File: src/verilog/rmp_pkg.sv
// constants and types shared by the room mode arbiter
package rmp_pkg;
    // mode codes carried by the change-over and forced objects
    localparam logic [7:0] MODE_NONE    = 8'h00;
    localparam logic [7:0] MODE_COMFORT = 8'h01;
    localparam logic [7:0] MODE_STANDBY = 8'h02;
    localparam logic [7:0] MODE_NIGHT   = 8'h03;
    localparam logic [7:0] MODE_FROST   = 8'h04;
    localparam logic [7:0] BASE_RST     = 8'h01;

    // presence detection configuration
    localparam logic [1:0] PRES_OFF    = 2'h0;
    localparam logic [1:0] PRES_BUTTON = 2'h1;
    localparam logic [1:0] PRES_MOTION = 2'h2;

    // source of the higher-priority protection switch-over
    localparam logic PROT_WINDOW = 1'h0;
    localparam logic PROT_AUTO   = 1'h1;

    // minute time base
    localparam longint unsigned MINUTE_S      = 64'd60;
    localparam longint unsigned CLK_HZ        = 64'd250_000_000;
    localparam longint unsigned MINUTE_CYCLES = MINUTE_S * CLK_HZ;
    localparam int              TICK_W        = 34;

    typedef enum logic [1:0] {
        PRES_IDLE,
        PRES_EXT,
        PRES_HOLD
    } rmp_pres_e;
endpackage

File: src/verilog/rmp_mode_arbiter.sv
// operating-mode priority arbiter of the room temperature controller
// Overview of operation
// - forced 03 night, 04 frost protection
// - forced 01 comfort, 02 standby; 00 none
// - 1-byte change-over sets mode at once
// - refresh, expose and send status on change
// - send current mode after device reset
// - presence object follows comfort extension
// - button or presence starts extension
// - extension ends on timeout, press, zero
// - zero length: no extension, mode kept
// - standby presence switches to held comfort
// - button presence cleared on mode change, reset
// - motion forces comfort below window, forced
// - motion release restores tracked base mode
// - open window forces frost protection
// - closed window restores tracked base mode
// - window delay 1..255 minutes, 0 immediate
// - window in heating, cooling; cleared reset
// - minute temperature drop triggers frost
// - auto frost timed, restores, no retrigger
// - byte mode kept, bit mode discarded
// - forced object interrupts auto frost
// - auto frost only heating below setpoint
// - configuration picks window or auto frost
`timescale 1ns/100ps
module rmp_mode_arbiter #(
    parameter longint unsigned TICK_CYCLES = rmp_pkg::MINUTE_CYCLES
) (
    input  wire logic        clk_in,
    input  wire logic        srst_in,
    input  wire logic        dev_reset_in,
    input  wire logic [1:0]  cfg_presence_mode_in,
    input  wire logic        cfg_prot_src_in,
    input  wire logic [7:0]  cfg_ext_len_in,
    input  wire logic [7:0]  cfg_win_delay_in,
    input  wire logic [7:0]  cfg_frost_drop_in,
    input  wire logic [7:0]  cfg_frost_period_in,
    input  wire logic        cfg_co_tx_en_in,
    input  wire logic        cfg_co_rd_en_in,
    input  wire logic        co_byte_wr_in,
    input  wire logic [7:0]  co_byte_in,
    input  wire logic        co_bit_wr_in,
    input  wire logic [3:0]  co_bit_in,
    input  wire logic        forced_wr_in,
    input  wire logic [7:0]  forced_in,
    input  wire logic        pres_wr_in,
    input  wire logic        pres_in,
    input  wire logic        button_in,
    input  wire logic        win_wr_in,
    input  wire logic        win_in,
    input  wire logic [15:0] temp_in,
    input  wire logic [15:0] setpoint_in,
    input  wire logic        heating_in,
    output logic [7:0]       co_value_out,
    output logic             co_readable_out,
    output logic             co_tx_out,
    output logic             presence_obj_out,
    output logic             window_obj_out,
    output logic             window_active_out,
    output logic             ext_active_out,
    output logic             frost_active_out
);
    typedef struct packed {
        logic [7:0]        base;
        logic [7:0]        forced;
        rmp_pkg::rmp_pres_e pres;
        logic [7:0]        ext_cnt;
        logic              motion;
        logic              win_obj;
        logic              win_pend;
        logic              win_act;
        logic [7:0]        win_cnt;
        logic              frost_run;
        logic              frost_pend;
        logic [7:0]        frost_cnt;
        logic [15:0]       prev_temp;
        logic              prev_ok;
        logic [7:0]        eff;
        logic              boot;
        logic              tx;
        logic              rd;
        logic              pres_obj;
        logic              ext;
    } rmp_state_s;

    rmp_state_s q;
    rmp_state_s n;
    logic       tick;
    logic       pres_on;
    logic       pres_off;
    logic [16:0] drop;

    function automatic logic mode_ok(input logic [7:0] m);
        return (m >= rmp_pkg::MODE_COMFORT) && (m <= rmp_pkg::MODE_FROST);
    endfunction
    function automatic logic [7:0] bits_mode(input logic [3:0] b);
        if (b[0]) return rmp_pkg::MODE_COMFORT;
        if (b[1]) return rmp_pkg::MODE_STANDBY;
        if (b[2]) return rmp_pkg::MODE_NIGHT;
        return rmp_pkg::MODE_FROST;
    endfunction
    // countdown step on each minute tick
    function automatic logic [7:0] count_down(input logic [7:0] c,
                                              input logic t);
        return (t && c != 8'h00) ? c - 8'h01 : c;
    endfunction
    // priority: forced, protection, motion, button presence, base
    function automatic logic [7:0] arbitrate(input rmp_state_s s);
        if (mode_ok(s.forced)) return s.forced;
        if (s.win_act || s.frost_run) return rmp_pkg::MODE_FROST;
        if (s.motion) return rmp_pkg::MODE_COMFORT;
        if (s.pres != rmp_pkg::PRES_IDLE) return rmp_pkg::MODE_COMFORT;
        return s.base;
    endfunction

    rmp_minute_tick #(
        .TICK_CYCLES (TICK_CYCLES)
    ) u_tick (
        .clk_in   (clk_in),
        .srst_in  (srst_in),
        .tick_out (tick)
    );

    assign drop = 17'($signed({q.prev_temp[15], q.prev_temp})
                  - $signed({temp_in[15], temp_in}));

    always_comb begin
        n = q;
        n.tx = 1'b0;
        n.boot = 1'b0;
        n.rd = cfg_co_rd_en_in;
        pres_on = button_in || (pres_wr_in && pres_in);
        pres_off = button_in || (pres_wr_in && !pres_in);

        if (cfg_presence_mode_in == rmp_pkg::PRES_BUTTON) begin
            n.motion = 1'b0;
            case (q.pres)
                rmp_pkg::PRES_IDLE: begin
                    if (pres_on && q.forced == rmp_pkg::MODE_NONE) begin
                        if (q.eff == rmp_pkg::MODE_STANDBY) begin
                            n.pres = rmp_pkg::PRES_HOLD;
                        end else if ((q.eff == rmp_pkg::MODE_NIGHT ||
                                      q.eff == rmp_pkg::MODE_FROST) &&
                                     !q.win_act &&
                                     cfg_ext_len_in != 8'h00) begin
                            n.pres = rmp_pkg::PRES_EXT;
                            n.ext_cnt = cfg_ext_len_in;
                        end
                    end
                end
                rmp_pkg::PRES_EXT: begin
                    if (pres_off || (tick && q.ext_cnt == 8'h01)) begin
                        n.pres = rmp_pkg::PRES_IDLE;
                    end else begin
                        n.ext_cnt = count_down(q.ext_cnt, tick);
                    end
                end
                rmp_pkg::PRES_HOLD: begin
                    if (pres_off) begin
                        n.pres = rmp_pkg::PRES_IDLE;
                    end
                end
                default: begin
                    n.pres = rmp_pkg::PRES_IDLE;
                end
            endcase
        end else begin
            n.pres = rmp_pkg::PRES_IDLE;
            if (cfg_presence_mode_in == rmp_pkg::PRES_MOTION) begin
                if (pres_wr_in) begin
                    n.motion = pres_in;
                end
            end else begin
                n.motion = 1'b0;
            end
        end

        if (co_byte_wr_in && mode_ok(co_byte_in)) begin
            n.base = co_byte_in;
            n.frost_pend = 1'b0;
            n.pres = rmp_pkg::PRES_IDLE;
        end else if (co_bit_wr_in && co_bit_in != 4'h0) begin
            n.pres = rmp_pkg::PRES_IDLE;
            if (q.frost_run) begin
                n.frost_pend = 1'b1;
            end else begin
                n.base = bits_mode(co_bit_in);
            end
        end

        if (cfg_prot_src_in == rmp_pkg::PROT_WINDOW) begin
            if (win_wr_in) begin
                n.win_obj = win_in;
                if (!win_in) begin
                    n.win_act = 1'b0;
                    n.win_pend = 1'b0;
                    n.win_cnt = 8'h00;
                end else if (!q.win_act && !q.win_pend) begin
                    if (cfg_win_delay_in == 8'h00) begin
                        n.win_act = 1'b1;
                        n.pres = rmp_pkg::PRES_IDLE;
                    end else begin
                        n.win_pend = 1'b1;
                        n.win_cnt = cfg_win_delay_in;
                    end
                end
            end else if (q.win_pend && tick) begin
                if (q.win_cnt == 8'h01) begin
                    n.win_pend = 1'b0;
                    n.win_act = 1'b1;
                    n.pres = rmp_pkg::PRES_IDLE;
                end
                n.win_cnt = count_down(q.win_cnt, tick);
            end
        end else begin
            n.win_act = 1'b0;
            n.win_pend = 1'b0;
        end

        if (tick) begin
            n.prev_temp = temp_in;
            n.prev_ok = 1'b1;
        end
        if (cfg_prot_src_in == rmp_pkg::PROT_AUTO) begin
            if (q.frost_run) begin
                if (tick && q.frost_cnt == 8'h01) begin
                    n.frost_run = 1'b0;
                    if (n.frost_pend) begin
                        n.base = rmp_pkg::MODE_FROST;
                    end
                    n.frost_pend = 1'b0;
                end
                n.frost_cnt = count_down(q.frost_cnt, tick);
            end else if (tick && q.prev_ok && heating_in &&
                         $signed(temp_in) < $signed(setpoint_in) &&
                         $signed(drop) >= $signed({9'h000,
                                                   cfg_frost_drop_in}) &&
                         q.forced == rmp_pkg::MODE_NONE &&
                         cfg_frost_period_in != 8'h00) begin
                n.frost_run = 1'b1;
                n.frost_cnt = cfg_frost_period_in;
                n.frost_pend = 1'b0;
                n.pres = rmp_pkg::PRES_IDLE;
            end
        end else begin
            n.frost_run = 1'b0;
            n.frost_pend = 1'b0;
        end

        if (forced_wr_in) begin
            if (forced_in == rmp_pkg::MODE_NONE) begin
                if (q.forced != rmp_pkg::MODE_NONE) begin
                    n.pres = rmp_pkg::PRES_IDLE;
                end
                n.forced = rmp_pkg::MODE_NONE;
            end else if (mode_ok(forced_in)) begin
                n.forced = forced_in;
                n.pres = rmp_pkg::PRES_IDLE;
                n.frost_run = 1'b0;
                n.frost_pend = 1'b0;
                n.frost_cnt = 8'h00;
            end
        end

        if (dev_reset_in) begin
            n.pres = rmp_pkg::PRES_IDLE;
            n.motion = 1'b0;
            n.win_obj = 1'b0;
            n.win_act = 1'b0;
            n.win_pend = 1'b0;
            n.boot = 1'b1;
        end

        n.eff = arbitrate(n);
        n.pres_obj = (n.pres != rmp_pkg::PRES_IDLE) || n.motion;
        n.ext = (n.pres == rmp_pkg::PRES_EXT);
        n.tx = cfg_co_tx_en_in && ((n.eff != q.eff) || q.boot);
    end

    always_ff @(posedge clk_in) begin
        if (srst_in) begin
            q <= '0;
            q.base <= rmp_pkg::BASE_RST;
            q.eff <= rmp_pkg::BASE_RST;
        end else begin
            q <= n;
        end
    end

    assign co_value_out = q.eff;
    assign co_readable_out = q.rd;
    assign co_tx_out = q.tx;
    assign presence_obj_out = q.pres_obj;
    assign window_obj_out = q.win_obj;
    assign window_active_out = q.win_act;
    assign ext_active_out = q.ext;
    assign frost_active_out = q.frost_run;
endmodule

File: src/verilog/rmp_minute_tick.sv
// one-cycle pulse once per minute
`timescale 1ns/100ps
module rmp_minute_tick #(
    parameter longint unsigned TICK_CYCLES = rmp_pkg::MINUTE_CYCLES
) (
    input  wire logic clk_in,
    input  wire logic srst_in,
    output logic      tick_out
);
    typedef struct packed {
        logic [rmp_pkg::TICK_W-1:0] cnt;
        logic                       tick;
    } rmp_tick_s;

    localparam logic [rmp_pkg::TICK_W-1:0] LAST =
        rmp_pkg::TICK_W'(TICK_CYCLES - 64'd1);

    rmp_tick_s q;
    rmp_tick_s n;

    // free-running divider
    always_comb begin
        n = q;
        n.tick = 1'b0;
        if (q.cnt == LAST) begin
            n.cnt = '0;
            n.tick = 1'b1;
        end else begin
            n.cnt = q.cnt + 1'b1;
        end
    end

    always_ff @(posedge clk_in) begin
        if (srst_in) begin
            q <= '0;
        end else begin
            q <= n;
        end
    end

    assign tick_out = q.tick;
endmodule

File: config.mk
export PLATFORM = sky130hd
export DESIGN_NAME = rmp_mode_arbiter
export DESIGN_NICKNAME = d
export VERILOG_FILES = /design/src/verilog/rmp_pkg.sv /design/src/verilog/rmp_mode_arbiter.sv /design/src/verilog/rmp_minute_tick.sv
export SDC_FILE = /design/constraint.sdc
export NUM_CORES = 1
export LEC_CHECK = 0
export ABC_AREA = 1
export BUFFER_PORTS_ARGS = -buffer_cell sky130_fd_sc_hd__buf_2
export CORE_MARGIN = 1
export CORE_UTILIZATION = 60
export CTS_BUF_LIST = sky130_fd_sc_hd__clkbuf_8
export DETAILED_ROUTE_END_ITERATION = 6
export GPL_TIMING_DRIVEN = 0
export PLACE_DENSITY = 0.91
export SYNTH_ARGS = -nofsm -noshare
export SYNTH_HDL_FRONTEND = slang
export SYNTH_SLANG_ARGS = --single-unit
File: constraint.sdc
create_clock -name clk_in -period 3.6 [get_ports clk_in]
set_input_delay 0.36 -clock clk_in [delete_from_list [all_inputs] [get_ports clk_in]]
set_output_delay 0.36 -clock clk_in [all_outputs]
set_load 0.1 [all_outputs]
After elaboration in Yosys (flattened, before gate mapping)
Index checks and enable logic that the tools add are counted. W data, S select, Z words.

Add/subtract/negate cells: 5. Order comparisons: 8. Equality and inequality tests: 20. Multiplexer cells: 106. Bitwise operators: 1. Reduce and logical (&&, ||, !) cells: 57.

Operator list (count): $mux W8 (28); $mux W10 (16); $reduce_bool A8 Y1 (6); $mux W2 (22); $mux W1 (37); $add A34 B1 Y34 const B (1); $eq A34 B34 Y1 const B (1); $eq A8 B1 Y1 const B (3); $ge A8 B1 Y1 const B (3); $le A8 B3 Y1 const B (3); $logic_and A1 B1 Y1 (24); $logic_not A8 Y1 (3); $sub A8 B1 Y8 const B (3); $ge A17 B9 Y1 (1); $sub A16 B16 Y17 (1); $eq A8 B2 Y1 const B (2); $lt A16 B16 Y1 (1); $pmux W8 S2 (1); $ne A3 B3 Y1 const B (4); $reduce_bool A2 Y1 (5); $eq A8 B3 Y1 const B (1); $ne A8 B8 Y1 (1); $logic_or A1 B1 Y1 (7); $reduce_and A7 Y1 (1); 15 further kinds (22).

Flip-flop bits (word level): 113. Word-level logic and storage cells: 219.

Longest topological paths before layout
Depth in word-level cells: 40. Gate-level depth with buffers: 31.

Hierarchy
A second synthesis with hierarchy kept.

Cells, all modules: 1278. Area total of the unflattened synthesis: 8209.1 µm².

Modules (own cells, without submodules): rmp_mode_arbiter (instances 1, cells an instance 975, area an instance 6092.1 µm², sequential area each 1561.5 µm²); rmp_minute_tick (instances 1, cells an instance 303, area an instance 2117.0 µm², sequential area each 700.7 µm²).

Worst setup path before layout
OpenSTA, ideal clock, no wires.

Kind: input to register. Start point: input port temp_in[0]. End point: register q (netlist bit co_tx_out). Setup time: 0.109 ns. Data arrival time: 3.265 ns. Path slack: 0.226 ns. Stages on the path: 28. Cells stage by stage: ha_1 > fa_1 > inv_1 > nand3_1 > nand2_1 > nand2_1 > nand2_1 > xor2_1 > ha_1 > nand2_1 > inv_1 > nand3_1 > nor3_1 > nand3_1 > nand3_1 > nor2_1 > nand4_1 > nand4_1 > nand2_1 > clkinv_1 > nor2_4 > nand2_1 > nand3_1 > nand3_1 > nor2_1 > nand3_1 > nand2_1 > inv_1.

Longest elaborated chain between the ends: 24. Elaborated cells between the ends (all ways): 39. Those cells by class: add/sub: 1; order compare: 2; eq/ne: 1; mux: 27; reduce/logical: 8.

RTL lines: start: declaration (line rmp_mode_arbiter.sv:52) `input wire logic [15:0] temp_in,`; $sub A16 B16 Y17 / $lt A16 B16 Y1 (equally long branches) (line rmp_mode_arbiter.sv:126, rmp_mode_arbiter.sv:236); $ge A17 B9 Y1 / $logic_and A1 B1 Y1 (equally long branches) (line rmp_mode_arbiter.sv:237, rmp_mode_arbiter.sv:235); $logic_and A1 B1 Y1 (*) (line rmp_mode_arbiter.sv:236) `$signed(temp_in) < $signed(setpoint_in) &&`; $logic_and A1 B1 Y1 (*) (line rmp_mode_arbiter.sv:238) `cfg_frost_drop_in}) &&`; $logic_and A1 B1 Y1 (*) (line rmp_mode_arbiter.sv:239) `q.forced == rmp_pkg::MODE_NONE &&`; $mux W2 (line rmp_mode_arbiter.sv:235) `end else if (tick && q.prev_ok && heating_in &&`; $mux W2 (line rmp_mode_arbiter.sv:226) `if (q.frost_run) begin`; $mux W2 (line rmp_mode_arbiter.sv:225) `if (cfg_prot_src_in == rmp_pkg::PROT_AUTO) begin`; [... 8 more ...]; $mux W1 (line rmp_mode_arbiter.sv:111) `if (s.win_act || s.frost_run) return rmp_pkg::MODE_FROST;`; $mux W8 (line rmp_mode_arbiter.sv:114) `return s.base;`; $mux W8 (line rmp_mode_arbiter.sv:113) `if (s.pres != rmp_pkg::PRES_IDLE) return rmp_pkg::MODE_COMFORT;`; $mux W8 (*) (line rmp_mode_arbiter.sv:112) `if (s.motion) return rmp_pkg::MODE_COMFORT;`; $mux W8 (*) (line rmp_mode_arbiter.sv:111); $ne A8 B8 Y1 (*) (line rmp_mode_arbiter.sv:278) `n.tx = cfg_co_tx_en_in && ((n.eff != q.eff) || q.boot);`; $logic_or A1 B1 Y1 (*) (line rmp_mode_arbiter.sv:278); $logic_and A1 B1 Y1 (*) (line rmp_mode_arbiter.sv:278); end signal: assignment (line rmp_mode_arbiter.sv:287) `q <= n;`; end: declaration (line rmp_mode_arbiter.sv:87) `rmp_state_s q;`.

Mark *: on every way between the ends. The rest lies on a longest branch, timed or not. The select of a mux whose other input is x is not followed. A chain may end at the register's enable or synchronous reset.

Worst setup path in the final report
Start point: register q[14] (netlist name). End point: register q (netlist bit co_tx_out).

Longest elaborated chain between the ends: 24. Elaborated cells between the ends (all ways): 37. Those cells by class: add/sub: 1; order compare: 1; eq/ne: 1; mux: 27; reduce/logical: 7.

RTL lines: $sub A16 B16 Y17 (*) (line rmp_mode_arbiter.sv:126) `- $signed({temp_in[15], temp_in}));`; $ge A17 B9 Y1 (*) (line rmp_mode_arbiter.sv:237) `$signed(drop) >= $signed({9'h000,`; $logic_and A1 B1 Y1 (*) (line rmp_mode_arbiter.sv:236); $logic_and A1 B1 Y1 (*) (line rmp_mode_arbiter.sv:238); $logic_and A1 B1 Y1 (*) (line rmp_mode_arbiter.sv:239); $mux W2 (line rmp_mode_arbiter.sv:235); $mux W2 (line rmp_mode_arbiter.sv:226); $mux W2 (line rmp_mode_arbiter.sv:225); [... 8 more ...]; $mux W1 (line rmp_mode_arbiter.sv:111); $mux W8 (line rmp_mode_arbiter.sv:114); $mux W8 (line rmp_mode_arbiter.sv:113); $mux W8 (*) (line rmp_mode_arbiter.sv:112); $mux W8 (*) (line rmp_mode_arbiter.sv:111); $ne A8 B8 Y1 (*) (line rmp_mode_arbiter.sv:278); $logic_or A1 B1 Y1 (*) (line rmp_mode_arbiter.sv:278); $logic_and A1 B1 Y1 (*) (line rmp_mode_arbiter.sv:278).

Marks and branches as above.

==> qor.txt <==
Outcome -> finished with violations
Failing checks -> setup timing
Rows -> 40
Final wirelength -> 21020 um
Util after Layout -> 74.72%
Sequential Power Share -> 45.1%
Yosys top cell by area -> dfxtp_1
Nets -> 1488
Unrepaired setup endpoints after global routing -> yes
Finish-stage setup viols -> 5
Fmax -> 249.8 MHz
I/O Pins -> 116
Area of the mapped netlist -> 7639 um2
Worst r2r path cells -> 29
Fin crit share -> 111.2%
#FFs+latches synth -> 113
Port Buffers -> 114
Grt ovf -> 0
Switching Share -> 30.42%
Worst relative slew slack -> 46.97%
Worst hold path depth -> 3
Worst setup path class -> register to register
Total GRT Usage -> 31.07%
Register clock-pin slew on the reported worst setup and hold paths -> 70 ps
Routability congestion estimate -> 0.9318
Area share of the largest cell type after synthesis -> 29.62%
Power Density -> 314.3 nW/um2
Initial cell density of the core -> 62.55%
Async set or reset register ratio after synthesis -> 0%
Worst Path Required -> 3950 ps
Clock tree buffer depth -> 2
Layout area overhead -> 19.46%
H-tree Lvls -> 4
Tmin final -> 4003 ps
Clk pwr share -> 38.0%
Hold bufs inserted after CTS -> 0
CTS Sinks -> 113
Maxcap violations -> 0
Most frequent cells in the layout -> nand2_1, inv_1, nor2_1
Critical path depth in cells -> 29
CP bufs+invs -> 5
Area contributors post-synth -> dfxtp_1, nand2_1, inv_1, ha_1, nor2_1
CP delay by family, top -> simple AND/OR/NAND/NOR gates
Syn. warnings -> 0
Comb pwr share -> 17.0%
Die Span Y -> 114.8 um
Drt first pass iters -> 7
DRT iter0 DRCs -> 814
Max VDD drop -> 0.3121 mV
Final Skew -> 11.90 ps
Vias per cell -> 5.564
CP max FO -> 5
CORE AREA -> 12210 um2
Crit start category -> register
Fin. Hold Viols -> 0
Hold Crit Class -> primary input to register
Worst-Skew Late Latency -> 460 ps
TritonCTS clock tree -> done
Number of global-route vias before repair -> 7644
Share of cells above drive strength 1 -> 19.02%
NetSw -> 872.5 uW
Yosys cell types -> 45
EDFF count, synth -> 0
Most used DFF post-synth -> dfxtp_1
P_leak -> 0.004339 uW
Final HPWL DP -> 14720 um
Final TNS setup -> -740.7 ps
Crit path max-delay cell type -> fa_2
Final setup margin -> -403.5 ps
Syn_nets -> 1338
Internal power -> 1996 uW
Via count -> 8451
Critical Path Max Stage Delay -> 350 ps
Pin count of the biggest net entering global routing -> 17
Cells after Synth -> 1189
Antenna Cells -> 0
Antenna violations before repair -> 0
Die area -> 13190 um2
Commonest non-fill, non-tap cell in the layout -> nand2_1
ANT nets after route -> 0
Crit. End Element -> register
Wire per inst -> 13.84 um
First-pass GRT wire length -> 32680 um
Pins Over Slew Limit -> 0
Root buffer cell -> clkbuf_8
Die W -> 114.8 um
Mapped Avg Cell Area -> 6.424 um2
DRC -> 0
TritonCTS buffer count -> 17
Post-synthesis sequential area ratio -> 29.62%
Worst-Margin Slew -> 795.5 ps
WP data arrival -> 4360 ps
[tightest hold or removal path, cell delays in order]
cell and delay, ps:
buf_2 80, inv_1 30, nor2_1 60
[synthesized netlist by cell type (2+ instances only)]
cell / number
and2_1: 2
xor2_1: 14
nor4_1: 18
o22ai_1: 2
a211oi_1: 7
inv_1: 194
nand3_1: 66
nand3b_1: 3
a311oi_1: 4
a21oi_1: 83
nand2_2: 8
o21a_1: 3
a31oi_1: 13
nor2_1: 145
nand3_2: 2
mux2i_1: 2
nor3b_1: 4
nand2_1: 246
nor2_4: 8
ha_1: 47
o211ai_1: 4
o21ai_0: 58
xnor2_1: 9
nor2_2: 3
a21oi_2: 2
inv_2: 12
a221oi_1: 2
nor3_1: 29
dfxtp_1: 113
buf_4: 8
nand4_1: 35
clkinv_1: 6
clkbuf_1: 18
o21ai_1: 8
[layer usage]
layer  wire, um  track usage (%)  vias to the layer above  part of all wire, %
li1           -                -                     4170                    -
met1       8302            36.30                     3744                   39
met2       9854            53.78                      424                   47
met3       1802            6.853                      113                  8.6
met4       1063            15.58                        0                  5.1
met5          0                0                        -                    0
[sequential cells by signal, summed over array words and instances (netlist names)]
name and count:
q 63, u_tick.q 34, co_value_out 8, co_readable_out 1, co_tx_out 1, ext_active_out 1, frost_active_out 1, presence_obj_out 1
u_tick.tick_out 1, window_active_out 1, window_obj_out 1
[power by group through the flow]
| stage | combinational (uW) | clock (uW) | sequential [uW] |
|---|---|---|---|
| floorplan | 288 | 0 | 1330 |
| global placement | 435 | 0 | 1320 |
| detailed placement | 446 | 0 | 1320 |
| CTS | 463 | 1080 | 1290 |
| global route | 540 | 1140 | 1300 |
| finish | 486 | 1090 | 1290 |
[final cells by class]
type / instances / area [um2]
buffer: 28 / 136.4
clock buffer: 18 / 247.7
clock inverter: 13 / 100.1
fill: 948 / 3087
inverter: 212 / 798.3
multi-input combinational: 837 / 4671
sequential: 113 / 2263
tap: 168 / 210.2
timing repair buffer: 130 / 698.2
[final timing paths]
kind / startpoint / end / slack, ps
max: q[14]$_SDFFE_PP0P_ / co_tx_out$_SDFF_PP0_ / -400
min: cfg_co_rd_en_in / co_readable_out$_SDFF_PP0_ / 110
max reg2reg: q[14]$_SDFFE_PP0P_ / co_tx_out$_SDFF_PP0_ / -400
min reg2reg: q[73]$_SDFF_PP0_ / q[73]$_SDFF_PP0_ / 460
[logic make-up (layout without fill, tap and decap cells)]
kind of cell / Yosys count / in the layout / synth area share [%]
flip-flops: 113 / 113 / 29.62
AND/OR/NAND/NOR: 571 / 572 / 33.33
XOR/XNOR: 23 / 23 / 2.637
AO/OA/AOI/OAI: 192 / 192 / 13.99
multiplexers: 2 / 2 / 0.2621
buffers and inverters: 240 / 401 / 12.20
adder cells (fa/ha/maj): 48 / 48 / 7.961
[timing repair]
action                     4_1_cts  5_1_grt
setup endpoints to repair        4       17
buffers inserted                 9        7
pin swaps                       28       27
gates cloned                     1        0
gates resized for setup         33       33
hold endpoints to repair         0        0
[per-stage QoR]
step	cell area (um2)	hold slack, ps	worst slack [ps]	instances	total power (uW)
floorplan	7639	423.9	225.7	1189	1622
global placement	8419	433.6	-436.2	1471	1754
detailed placement	8419	448.0	-496.8	1471	1766
CTS	8950	111.9	-60.15	1512	2836
global route	9125	116.9	-565.8	1519	2976
finish	9125	112.5	-403.5	1519	2868
No activity file was read; power rests on OpenSTA's default activity.
